===== src/pkg/dmr_map.svh =====
// Constants for the settings registers and the command link between the two ends.
// Assumes one memory clock shared by both ends and a single-rank device.
// Behaviour
// - Burst span four or eight, low field
// - Upper column bits pick aligned block, wrap inside
// - One bit picks sequential or interleaved order
// - Sequential order is start plus i modulo span
// - Interleaved order is start XOR i
// - Same burst span for reads and writes
// - Test select bit set blocks all other updates
// - Loop reset bit starts reset, then self-clears
// - Controller waits 200 clocks after loop reset
// - Auto precharge delayed by write recovery clocks
// - Controller computes recovery code, rounding up
// - Exit style bit: fast exit or frozen loop
// - Read latency three to six whole clocks
// - No half-clock latencies, no reserved codes
// - Early read held for posted extra latency
// - Extended settings only by load, persist
// - Extended load only idle, then load delay
// - Extended bit zero enables loop, then reset
// - Self refresh disables loop, exit re-enables, resets
// - After enable and reset, wait 200 clocks
// - Bank selects both low load main settings
// - Bank select low high writes extended settings
`ifndef DMR_MAP_SVH
`define DMR_MAP_SVH

`define DMR_SPAN_LSB 0
`define DMR_TYPE_BIT 3
`define DMR_LAT_LSB 4
`define DMR_TEST_BIT 7
`define DMR_LRST_BIT 8
`define DMR_WR_LSB 9
`define DMR_PDX_BIT 12
`define DMR_LOOP_BIT 0
`define DMR_AL_LSB 3
`define DMR_APRE_BIT 10

`define DMR_SPAN_FOUR 3'h2
`define DMR_SPAN_EIGHT 3'h3
`define DMR_LOOP_ON 1'h0
`define DMR_BANK_MAIN 2'h0
`define DMR_BANK_EXT 2'h1

`define DMR_RCW_LOAD 3'h0
`define DMR_RCW_REF 3'h1
`define DMR_RCW_PRE 3'h2
`define DMR_RCW_ACT 3'h3
`define DMR_RCW_WRITE 3'h4
`define DMR_RCW_READ 3'h5
`define DMR_RCW_NOP 3'h7

`define DMR_LOCK_CYCLES 8'hC8
`define DMR_LOAD_DELAY_CYCLES 3'h2
`define DMR_CLK_PERIOD_NS 50
`define DMR_WR_TIME_NS 15
`define DMR_WR_CYCLES ((`DMR_WR_TIME_NS + `DMR_CLK_PERIOD_NS - 1) / `DMR_CLK_PERIOD_NS)

`define DMR_REG_CMD 4'h0
`define DMR_REG_ADDR 4'h1
`define DMR_REG_STATUS 4'h2

`endif


===== src/pkg/dmr_pkg.sv =====
// Types shared by the memory end and the controller end.
// Assumes dmr_map.svh for all numeric constants.
package dmr_pkg;
  typedef enum logic [3:0] {
    DMR_CMD_NOP, DMR_CMD_LOAD, DMR_CMD_ACTIVATE, DMR_CMD_READ, DMR_CMD_WRITE,
    DMR_CMD_WRITE_AP, DMR_CMD_PRECHARGE_ALL, DMR_CMD_SREF_ENTER, DMR_CMD_SREF_EXIT
  } dmr_command_type;

  typedef enum logic [1:0] {
    DMR_AWAKE, DMR_ACTIVE_PD, DMR_PRECHARGE_PD, DMR_SELF_REFRESH
  } dmr_power_saving_state_type;

  typedef struct packed {
    logic valid;
    logic write;
    logic ap;
    logic [1:0] bank;
    logic [9:0] col;
  } dmr_column_cmd_type;
endpackage


===== src/pkg/dmr_link_if.sv =====
// Command and address link between the memory controller and the memory.
// Assumes both ends run on the same memory clock; no clocking block.
interface dmr_link_if (
  input wire logic ref_clk // Memory clock.
);
  logic cke;
  logic cs_n;
  logic ras_n;
  logic cas_n;
  logic we_n;
  logic [1:0] ba;
  logic [12:0] addr;
  logic rd_valid;

  modport device (input ref_clk, input cke, input cs_n, input ras_n, input cas_n, input we_n,
    input ba, input addr, output rd_valid);
  modport ctrl (input ref_clk, output cke, output cs_n, output ras_n, output cas_n,
    output we_n, output ba, output addr, input rd_valid);
endinterface


===== src/dmr_device.sv =====
// Memory end: main and extended settings, burst column order, read latency,
// write recovery, loop reset and power-saving states.
// Assumes the controller keeps the timing it owns (load delay, loop lock wait).
`include "dmr_map.svh"

module dmr_device
  import dmr_pkg::*;
(
  input wire logic ref_clk, // Memory clock.
  input wire logic nrst, // Asynchronous reset, active low.
  dmr_link_if.device link, // Command and address pins.
  output logic [9:0] burst_col, // Column being accessed.
  output logic burst_col_valid, // Burst_col holds a column this cycle.
  output logic burst_is_write, // Current burst is a write.
  output logic read_data_start, // First read data beat.
  output logic auto_precharge_pulse, // Internal precharge issued.
  output logic loop_enabled, // Delay-locked loop running.
  output logic loop_reset_pulse, // Loop reset issued.
  output logic loop_locked, // Lock wait after reset over.
  output logic loop_frozen, // Loop frozen in slow-exit power-down.
  output logic test_mode, // Vendor test select was written.
  output dmr_power_saving_state_type power_state, // Power-saving state.
  output logic [12:0] main_settings, // Main settings register.
  output logic [12:0] ext_settings // Extended settings register.
);

  function automatic logic [9:0] burst_col_at(input logic [9:0] start, input logic [2:0] idx,
                                              input logic span8, input logic ilv);
    logic [2:0] mask;
    logic [2:0] low;
    mask = span8 ? 3'h7 : 3'h3;
    low = ilv ? (start[2:0] ^ idx) : 3'(start[2:0] + idx);
    burst_col_at = (start & ~{7'h0, mask}) | {7'h0, low & mask};
  endfunction

  logic sel;
  logic [2:0] rcw;
  logic is_load;
  logic is_act;
  logic is_pre;
  logic is_rd;
  logic is_wr;
  logic sref_enter;
  logic sref_exit;
  logic span8;
  logic ilv;
  logic [2:0] lat_field;
  logic [2:0] cl_eff;
  logic [2:0] al_field;
  logic [2:0] al_eff;
  logic [2:0] al_tap;
  logic [2:0] wr_field;
  logic [3:0] wr_cycles;
  dmr_column_cmd_type new_cmd;
  dmr_column_cmd_type exec_cmd;
  dmr_column_cmd_type al_slot [0:3];
  logic [9:0] b_start;
  logic [2:0] b_idx;
  logic b_active;
  logic b_ap;
  logic [1:0] b_bank;
  logic b_last;
  logic [3:0] wr_left;
  logic [1:0] wr_bank;
  logic [7:0] rd_pipe;
  logic rd_tap;
  logic [1:0] rd_left;
  logic [3:0] bank_open;
  logic loop_reset_req;
  logic [7:0] lock_left;

  assign sel = ~link.cs_n & link.cke;
  assign rcw = {link.ras_n, link.cas_n, link.we_n};
  assign is_load = sel && rcw == `DMR_RCW_LOAD;
  assign is_act = sel && rcw == `DMR_RCW_ACT;
  assign is_pre = sel && rcw == `DMR_RCW_PRE;
  assign is_rd = sel && rcw == `DMR_RCW_READ;
  assign is_wr = sel && rcw == `DMR_RCW_WRITE;
  assign sref_enter = ~link.cs_n && ~link.cke && rcw == `DMR_RCW_REF
                      && power_state == DMR_AWAKE;
  assign sref_exit = power_state == DMR_SELF_REFRESH && link.cke;

  // Reserved encodings fall back to a legal value so the datapath stays defined.
  assign span8 = main_settings[`DMR_SPAN_LSB +: 3] == `DMR_SPAN_EIGHT;
  assign ilv = main_settings[`DMR_TYPE_BIT];
  assign lat_field = main_settings[`DMR_LAT_LSB +: 3];
  assign cl_eff = (lat_field >= 3'h3 && lat_field <= 3'h6) ? lat_field : 3'h3;
  assign al_field = ext_settings[`DMR_AL_LSB +: 3];
  assign al_eff = (al_field > 3'h4) ? 3'h4 : al_field;
  assign al_tap = al_eff - 3'h1;
  assign wr_field = main_settings[`DMR_WR_LSB +: 3];
  assign wr_cycles = (wr_field >= 3'h1 && wr_field <= 3'h5) ? {1'h0, wr_field} + 4'h1 : 4'h6;
  assign loop_reset_req = main_settings[`DMR_LRST_BIT] || sref_exit;

  assign new_cmd = '{valid: is_rd | is_wr, write: is_wr, ap: link.addr[`DMR_APRE_BIT],
                     bank: link.ba, col: link.addr[9:0]};
  // A read or write may arrive early and waits here for the posted extra latency.
  assign exec_cmd = (al_eff == 3'h0) ? new_cmd : al_slot[al_tap[1:0]];
  assign b_last = b_active && b_idx == (span8 ? 3'h7 : 3'h3);
  assign rd_tap = rd_pipe[3'(cl_eff - 3'h2)];

  always_ff @(posedge ref_clk or negedge nrst) begin
    if (!nrst) begin
      for (int i = 0; i < 4; i++) begin
        al_slot[i] <= '0;
      end
    end else begin
      al_slot[0] <= new_cmd;
      for (int i = 1; i < 4; i++) begin
        al_slot[i] <= al_slot[i - 1];
      end
    end
  end

  // Settings registers; a load wins over the self-clearing of the reset bit.
  always_ff @(posedge ref_clk or negedge nrst) begin
    if (!nrst) begin
      main_settings <= '0;
      ext_settings <= '0;
      test_mode <= 1'h0;
    end else begin
      if (is_load && link.ba == `DMR_BANK_MAIN) begin
        if (link.addr[`DMR_TEST_BIT]) begin
          test_mode <= 1'h1;
        end else begin
          main_settings <= link.addr;
          test_mode <= 1'h0;
        end
      end else if (main_settings[`DMR_LRST_BIT]) begin
        main_settings[`DMR_LRST_BIT] <= 1'h0;
      end
      if (is_load && link.ba == `DMR_BANK_EXT) begin
        ext_settings <= link.addr;
      end
    end
  end

  // One column per clock, ordered within the aligned block.
  always_ff @(posedge ref_clk or negedge nrst) begin
    if (!nrst) begin
      burst_col <= '0;
      burst_col_valid <= 1'h0;
      burst_is_write <= 1'h0;
      b_start <= '0;
      b_idx <= '0;
      b_active <= 1'h0;
      b_ap <= 1'h0;
      b_bank <= '0;
    end else if (exec_cmd.valid) begin
      burst_col <= burst_col_at(exec_cmd.col, 3'h0, span8, ilv);
      burst_col_valid <= 1'h1;
      burst_is_write <= exec_cmd.write;
      b_start <= exec_cmd.col;
      b_idx <= 3'h1;
      b_active <= 1'h1;
      b_ap <= exec_cmd.ap;
      b_bank <= exec_cmd.bank;
    end else if (b_active) begin
      burst_col <= burst_col_at(b_start, b_idx, span8, ilv);
      burst_col_valid <= 1'h1;
      b_idx <= b_idx + 3'h1;
      b_active <= ~b_last;
    end else begin
      burst_col_valid <= 1'h0;
    end
  end

  // Write recovery counts from the last column of a write burst.
  always_ff @(posedge ref_clk or negedge nrst) begin
    if (!nrst) begin
      wr_left <= '0;
      wr_bank <= '0;
      auto_precharge_pulse <= 1'h0;
    end else begin
      auto_precharge_pulse <= (b_last && b_ap && !burst_is_write) || wr_left == 4'h1;
      if (b_last && b_ap && burst_is_write) begin
        wr_left <= wr_cycles;
        wr_bank <= b_bank;
      end else if (wr_left != 4'h0) begin
        wr_left <= wr_left - 4'h1;
      end
    end
  end

  // Read data follows the internal command by the read latency.
  always_ff @(posedge ref_clk or negedge nrst) begin
    if (!nrst) begin
      rd_pipe <= '0;
      rd_left <= '0;
      read_data_start <= 1'h0;
      link.rd_valid <= 1'h0;
    end else begin
      rd_pipe <= {rd_pipe[6:0], exec_cmd.valid && !exec_cmd.write};
      read_data_start <= rd_tap;
      link.rd_valid <= rd_tap || rd_left != 2'h0;
      if (rd_tap) begin
        rd_left <= span8 ? 2'h3 : 2'h1;
      end else if (rd_left != 2'h0) begin
        rd_left <= rd_left - 2'h1;
      end
    end
  end

  always_ff @(posedge ref_clk or negedge nrst) begin
    if (!nrst) begin
      bank_open <= '0;
    end else begin
      if (is_act) begin
        bank_open[link.ba] <= 1'h1;
      end else if (is_pre) begin
        if (link.addr[`DMR_APRE_BIT]) begin
          bank_open <= '0;
        end else begin
          bank_open[link.ba] <= 1'h0;
        end
      end
      if (b_last && b_ap && !burst_is_write) begin
        bank_open[b_bank] <= 1'h0;
      end else if (wr_left == 4'h1) begin
        bank_open[wr_bank] <= 1'h0;
      end
    end
  end

  always_ff @(posedge ref_clk or negedge nrst) begin
    if (!nrst) begin
      power_state <= DMR_AWAKE;
    end else begin
      case (power_state)
        DMR_AWAKE: begin
          if (sref_enter) begin
            power_state <= DMR_SELF_REFRESH;
          end else if (!link.cke) begin
            power_state <= (bank_open != 4'h0) ? DMR_ACTIVE_PD : DMR_PRECHARGE_PD;
          end
        end
        DMR_ACTIVE_PD, DMR_PRECHARGE_PD: begin
          if (link.cke) begin
            power_state <= DMR_AWAKE;
          end
        end
        DMR_SELF_REFRESH: begin
          if (link.cke) begin
            power_state <= DMR_AWAKE;
          end
        end
        default: power_state <= DMR_AWAKE;
      endcase
    end
  end

  // Loop status; lock is only reported, waiting for it is the controller's job.
  always_ff @(posedge ref_clk or negedge nrst) begin
    if (!nrst) begin
      loop_enabled <= 1'h0;
      loop_reset_pulse <= 1'h0;
      loop_locked <= 1'h0;
      loop_frozen <= 1'h0;
      lock_left <= '0;
    end else begin
      loop_enabled <= ext_settings[`DMR_LOOP_BIT] == `DMR_LOOP_ON
                      && power_state != DMR_SELF_REFRESH;
      loop_reset_pulse <= loop_reset_req;
      loop_frozen <= power_state == DMR_ACTIVE_PD && main_settings[`DMR_PDX_BIT];
      if (loop_reset_req) begin
        lock_left <= `DMR_LOCK_CYCLES;
        loop_locked <= 1'h0;
      end else if (lock_left != 8'h0) begin
        lock_left <= lock_left - 8'h1;
        loop_locked <= lock_left == 8'h1;
      end
    end
  end

endmodule // dmr_device


===== src/flat_wrapper.sv =====
// flat-port wrapper written by rule: the top's interface ports become plain ports
module dmr_device_flat import dmr_pkg::*;
  (ref_clk, nrst, burst_col, burst_col_valid, burst_is_write, read_data_start, auto_precharge_pulse, loop_enabled, loop_reset_pulse, loop_locked, loop_frozen, test_mode, power_state, main_settings, ext_settings, link_cke, link_cs_n, link_ras_n, link_cas_n, link_we_n, link_ba, link_addr, link_rd_valid);
  dmr_link_if link_i (.ref_clk(ref_clk));
  input wire logic ref_clk;
  input wire logic nrst;
  output logic [9:0] burst_col;
  output logic burst_col_valid;
  output logic burst_is_write;
  output logic read_data_start;
  output logic auto_precharge_pulse;
  output logic loop_enabled;
  output logic loop_reset_pulse;
  output logic loop_locked;
  output logic loop_frozen;
  output logic test_mode;
  output dmr_power_saving_state_type power_state;
  output logic [12:0] main_settings;
  output logic [12:0] ext_settings;
  input wire logic [$bits(link_i.cke)-1:0] link_cke;
  input wire logic [$bits(link_i.cs_n)-1:0] link_cs_n;
  input wire logic [$bits(link_i.ras_n)-1:0] link_ras_n;
  input wire logic [$bits(link_i.cas_n)-1:0] link_cas_n;
  input wire logic [$bits(link_i.we_n)-1:0] link_we_n;
  input wire logic [$bits(link_i.ba)-1:0] link_ba;
  input wire logic [$bits(link_i.addr)-1:0] link_addr;
  output wire logic [$bits(link_i.rd_valid)-1:0] link_rd_valid;
  assign link_i.cke = link_cke;
  assign link_i.cs_n = link_cs_n;
  assign link_i.ras_n = link_ras_n;
  assign link_i.cas_n = link_cas_n;
  assign link_i.we_n = link_we_n;
  assign link_i.ba = link_ba;
  assign link_i.addr = link_addr;
  assign link_rd_valid = link_i.rd_valid;
  dmr_device u_core (.ref_clk(ref_clk), .nrst(nrst), .link(link_i), .burst_col(burst_col), .burst_col_valid(burst_col_valid), .burst_is_write(burst_is_write), .read_data_start(read_data_start), .auto_precharge_pulse(auto_precharge_pulse), .loop_enabled(loop_enabled), .loop_reset_pulse(loop_reset_pulse), .loop_locked(loop_locked), .loop_frozen(loop_frozen), .test_mode(test_mode), .power_state(power_state), .main_settings(main_settings), .ext_settings(ext_settings));
endmodule

===== config.mk =====
export PLATFORM = sky130hd
export DESIGN_NAME = dmr_device_flat
export DESIGN_NICKNAME = d
export VERILOG_FILES = /design/src/pkg/dmr_pkg.sv /design/src/pkg/dmr_link_if.sv /design/src/dmr_device.sv /design/src/flat_wrapper.sv
export VERILOG_INCLUDE_DIRS = /design/src /design/src/pkg
export SDC_FILE = /design/constraint.sdc
export NUM_CORES = 1
export LEC_CHECK = 0
export BUFFER_PORTS_ARGS = -buffer_cell sky130_fd_sc_hd__buf_2
export CORE_MARGIN = 4
export CORE_UTILIZATION = 60
export CTS_CLUSTER_SIZE = 20
export DETAILED_ROUTE_END_ITERATION = 10
export PLACE_DENSITY = 0.93
export SLEW_MARGIN = 20
export SYNTH_ARGS = -nofsm -noshare
export SYNTH_HDL_FRONTEND = slang
export SYNTH_SLANG_ARGS = --single-unit

===== constraint.sdc =====
create_clock -name ref_clk -period 6.68 [get_ports ref_clk]
set_input_delay 1.336 -clock ref_clk [delete_from_list [all_inputs] [get_ports ref_clk]]
set_output_delay 1.336 -clock ref_clk [all_outputs]
set_load 0.005 [all_outputs]

==> impl_metrics.yaml <==
setup_path:
  end_kind: "flop"
  critPathLaunch: "u_core.ext_settings[5]"
  critPathBufInv: 3
  crit_required_ps: 7110
  crit_arrival_ps: 4100
  timing.critical_path.cells: "nor2b_2, buf_4, inv_1, ha_1, mux2i_1, mux2_2, o22ai_4, buf_16, a211oi_1, a31oi_1"
  max_stage_delay_ps: 870
  slowest_stage: "ha_1"
  startpoint_type: "flop"
  path_max_fanout: 31
  critical-path-top-delay-family: "adder cells"
  critPathKind: "reg2reg"
  reg2reg_from: "u_core.ext_settings[5]"
placement:
  placed_area_um2: 6570
  gp_congestion: 0.820
  dp_cells: 675
  dp_slack_ps: 2990
  io_buffers: 68
  place_hpwl_um: 8830
cells_and_area:
  finalNetCount: 598
  layoutNonFillerInstCount: 707
  multiInputGateArea_um2: 2250
  final_cell_mix: "dfrtp_1, buf_2, nor2_1, nand2_1"
  drive_above_1_share: 0.267
  area_growth_pct: 17.6
  final-seq-area_um2: 3730
  num-fill-cells: 586
  final_util: 0.731
  final_common_cell: "dfrtp_1"
  final_area_um2: 7210
  antenna_cells: 0
synth:
  ys_ff_latch: 149
  syn_area_per_cell_um2: 12.5
  synthArstFlopShare: 1.00
  yosysWarnings: 0
  synth_flop_cell: "dfrtp_1"
  synth_edf_count: 0
  synthesis.nets: 525
  syn_area_um2: 6130
  yosysSeqAreaShare: 0.608
  syn-instance-count: 489
  synth_cell_type_count: 53
sta:
  maxSlewHeadroom: 0.376
  period_share: 0.550
  rsz0062_at_grt: "false"
  setup_viol: 0
  fmax_mhz: 272
  timing.final.ws_setup_ps: 3000
  hold_viol_final: 0
  slew_viol_final: 0
  worstMarginPinSlew_ps: 937
  tns_ps: 0
  final.setup_skew_ps: 5.61
  fin_crit_ps: 3680
  whs_ps: 352
cts:
  postCtsSetupRepairBufs: 0
  cts_hold_buf: 0
  clkTransAtPathRegs_ps: 60
  tritoncts: "built"
  clk_latency_ps: 520
  numCtsBuffers: 17
  clockBufferDepth: 2
  cts_resized: 0
  clock_sinks: 149
  cts_htree_levels: 4
  root_buffer: "clkbuf_8"
grt:
  grt_max_degree: 78
  overflow: 0
  track_usage: 0.252
  grt_pass1_vias: 4434
  antenna_found_initial: 0
  grt_pass1_wl_um: 22400
drt:
  drt-pass1-iter-count: 7
  antenna_left: 0
  remaining_drc_errors: 0
  routedWlPerCell_um: 19.6
  drtIter0Drc: 462
  via_per_inst: 5.92
  routed-via-count: 4188
  drt-total-wl_um: 13900
die:
  die_w_um: 109
  die_h_um: 109
  dieArea_um2: 11900
  start_util: 0.622
  rows: 36
  core_area_um2: 9860
  io_pins: 70
pwr:
  power_mw: 3.01
  leakage_nw: 3.39
  peakVddDrop_uv: 231
  powerDensity_nw_per_um2: 417
run:
  cap_violations: 0
min_path:
  hp-start: "u_core.rd_pipe[0]"
  hold_path.class: "reg2reg"
outcome:
  status: "finished, final reports clean"
-- final cells by class --
| class | instances | area share |
|---|---|---|
| Timing Repair Buffer | 72 | 0.0550 |
| Tap cell | 133 | 0.0231 |
| Clock buffer | 18 | 0.0593 |
| Multi-Input combinational cell | 306 | 0.312 |
| Clock inverter | 13 | 0.0253 |
| Sequential cell | 149 | 0.517 |
| Inverter | 16 | 0.00833 |
-- layer usage --
layer / GRT usage / vias up / part of all wire
li1: - / 1860 / -
met1: 0.318 / 2128 / 0.40
met2: 0.415 / 167 / 0.51
met3: 0.0604 / 33 / 0.062
met4: 0.112 / 0 / 0.031
met5: 0 / - / 0
-- final timing paths --
kind                                        to  slack (ps)  cells past startpoint
hold reg to reg              u_core.rd_pipe[1]         350                      0
max in group asynchronous  u_core.burst_col[9]        4490                      2
setup / recovery           u_core.burst_col[0]        3000                     10
hold / removal               u_core.rd_pipe[1]         350                      0
min in group asynchronous    u_core.al_slot[6]         820                      1
setup reg to reg           u_core.burst_col[0]        3000                     10
-- where the power goes --
part	switching (mW)	internal [mW]	leakage, nW
Combinational	0.399	0.344	1.28
Clock	0.367	0.613	0.289
Sequential	0.183	1.10	1.82
-- cell usage after synthesis (5+ instances only) --
cell type / number / share of area
a211oi_1: 10 / 0.012
a21oi_1: 19 / 0.016
a31oi_1: 18 / 0.018
buf_2: 7 / 0.0057
clkbuf_1: 5 / 0.0031
dfrtp_1: 149 / 0.61
ha_1: 13 / 0.027
inv_1: 16 / 0.0098
mux2_2: 19 / 0.035
mux2_4: 10 / 0.024
mux2i_1: 9 / 0.015
mux4_2: 11 / 0.040
nand2_1: 42 / 0.026
nand2b_1: 5 / 0.0051
nand3_1: 6 / 0.0049
nand4_1: 5 / 0.0051
nor2_1: 50 / 0.031
nor2b_1: 13 / 0.013
nor3_1: 8 / 0.0065
o21ai_0: 9 / 0.0073
xnor2_1: 8 / 0.011
-- worst reg2reg max path, cell delays in order, from the launching register on --
cell	delay, ps
dfrtp_1	450
nor2b_2	140
buf_4	330
inv_1	220
ha_1	870
mux2i_1	210
mux2_2	340
o22ai_4	470
buf_16	250
a211oi_1	80
a31oi_1	230
-- sequential cells by signal (all words and copies together), names as in the netlist, 2 cells and up --
signal / cells
u_core.al_slot: 60
u_core.b_bank: 2
u_core.b_idx: 3
u_core.b_start: 10
u_core.bank_open: 4
u_core.burst_col: 10
u_core.ext_settings: 13
u_core.lock_left: 8
u_core.main_settings: 12
u_core.power_state: 2
u_core.rd_left: 2
u_core.rd_pipe: 5
u_core.wr_bank: 2
u_core.wr_left: 4
-- kinds of logic after synthesis --
kind of cell | after synthesis | share of synthesized area
buf+inv | 34 | 0.0267
mux | 49 | 0.114
other cells | 1 | 0.000612
xor+xnor | 12 | 0.0171
flops | 149 | 0.608
fa+ha+maj | 14 | 0.0298
compound gates | 68 | 0.0698
simple gates | 162 | 0.133
No activity file was read; power rests on OpenSTA's default activity.
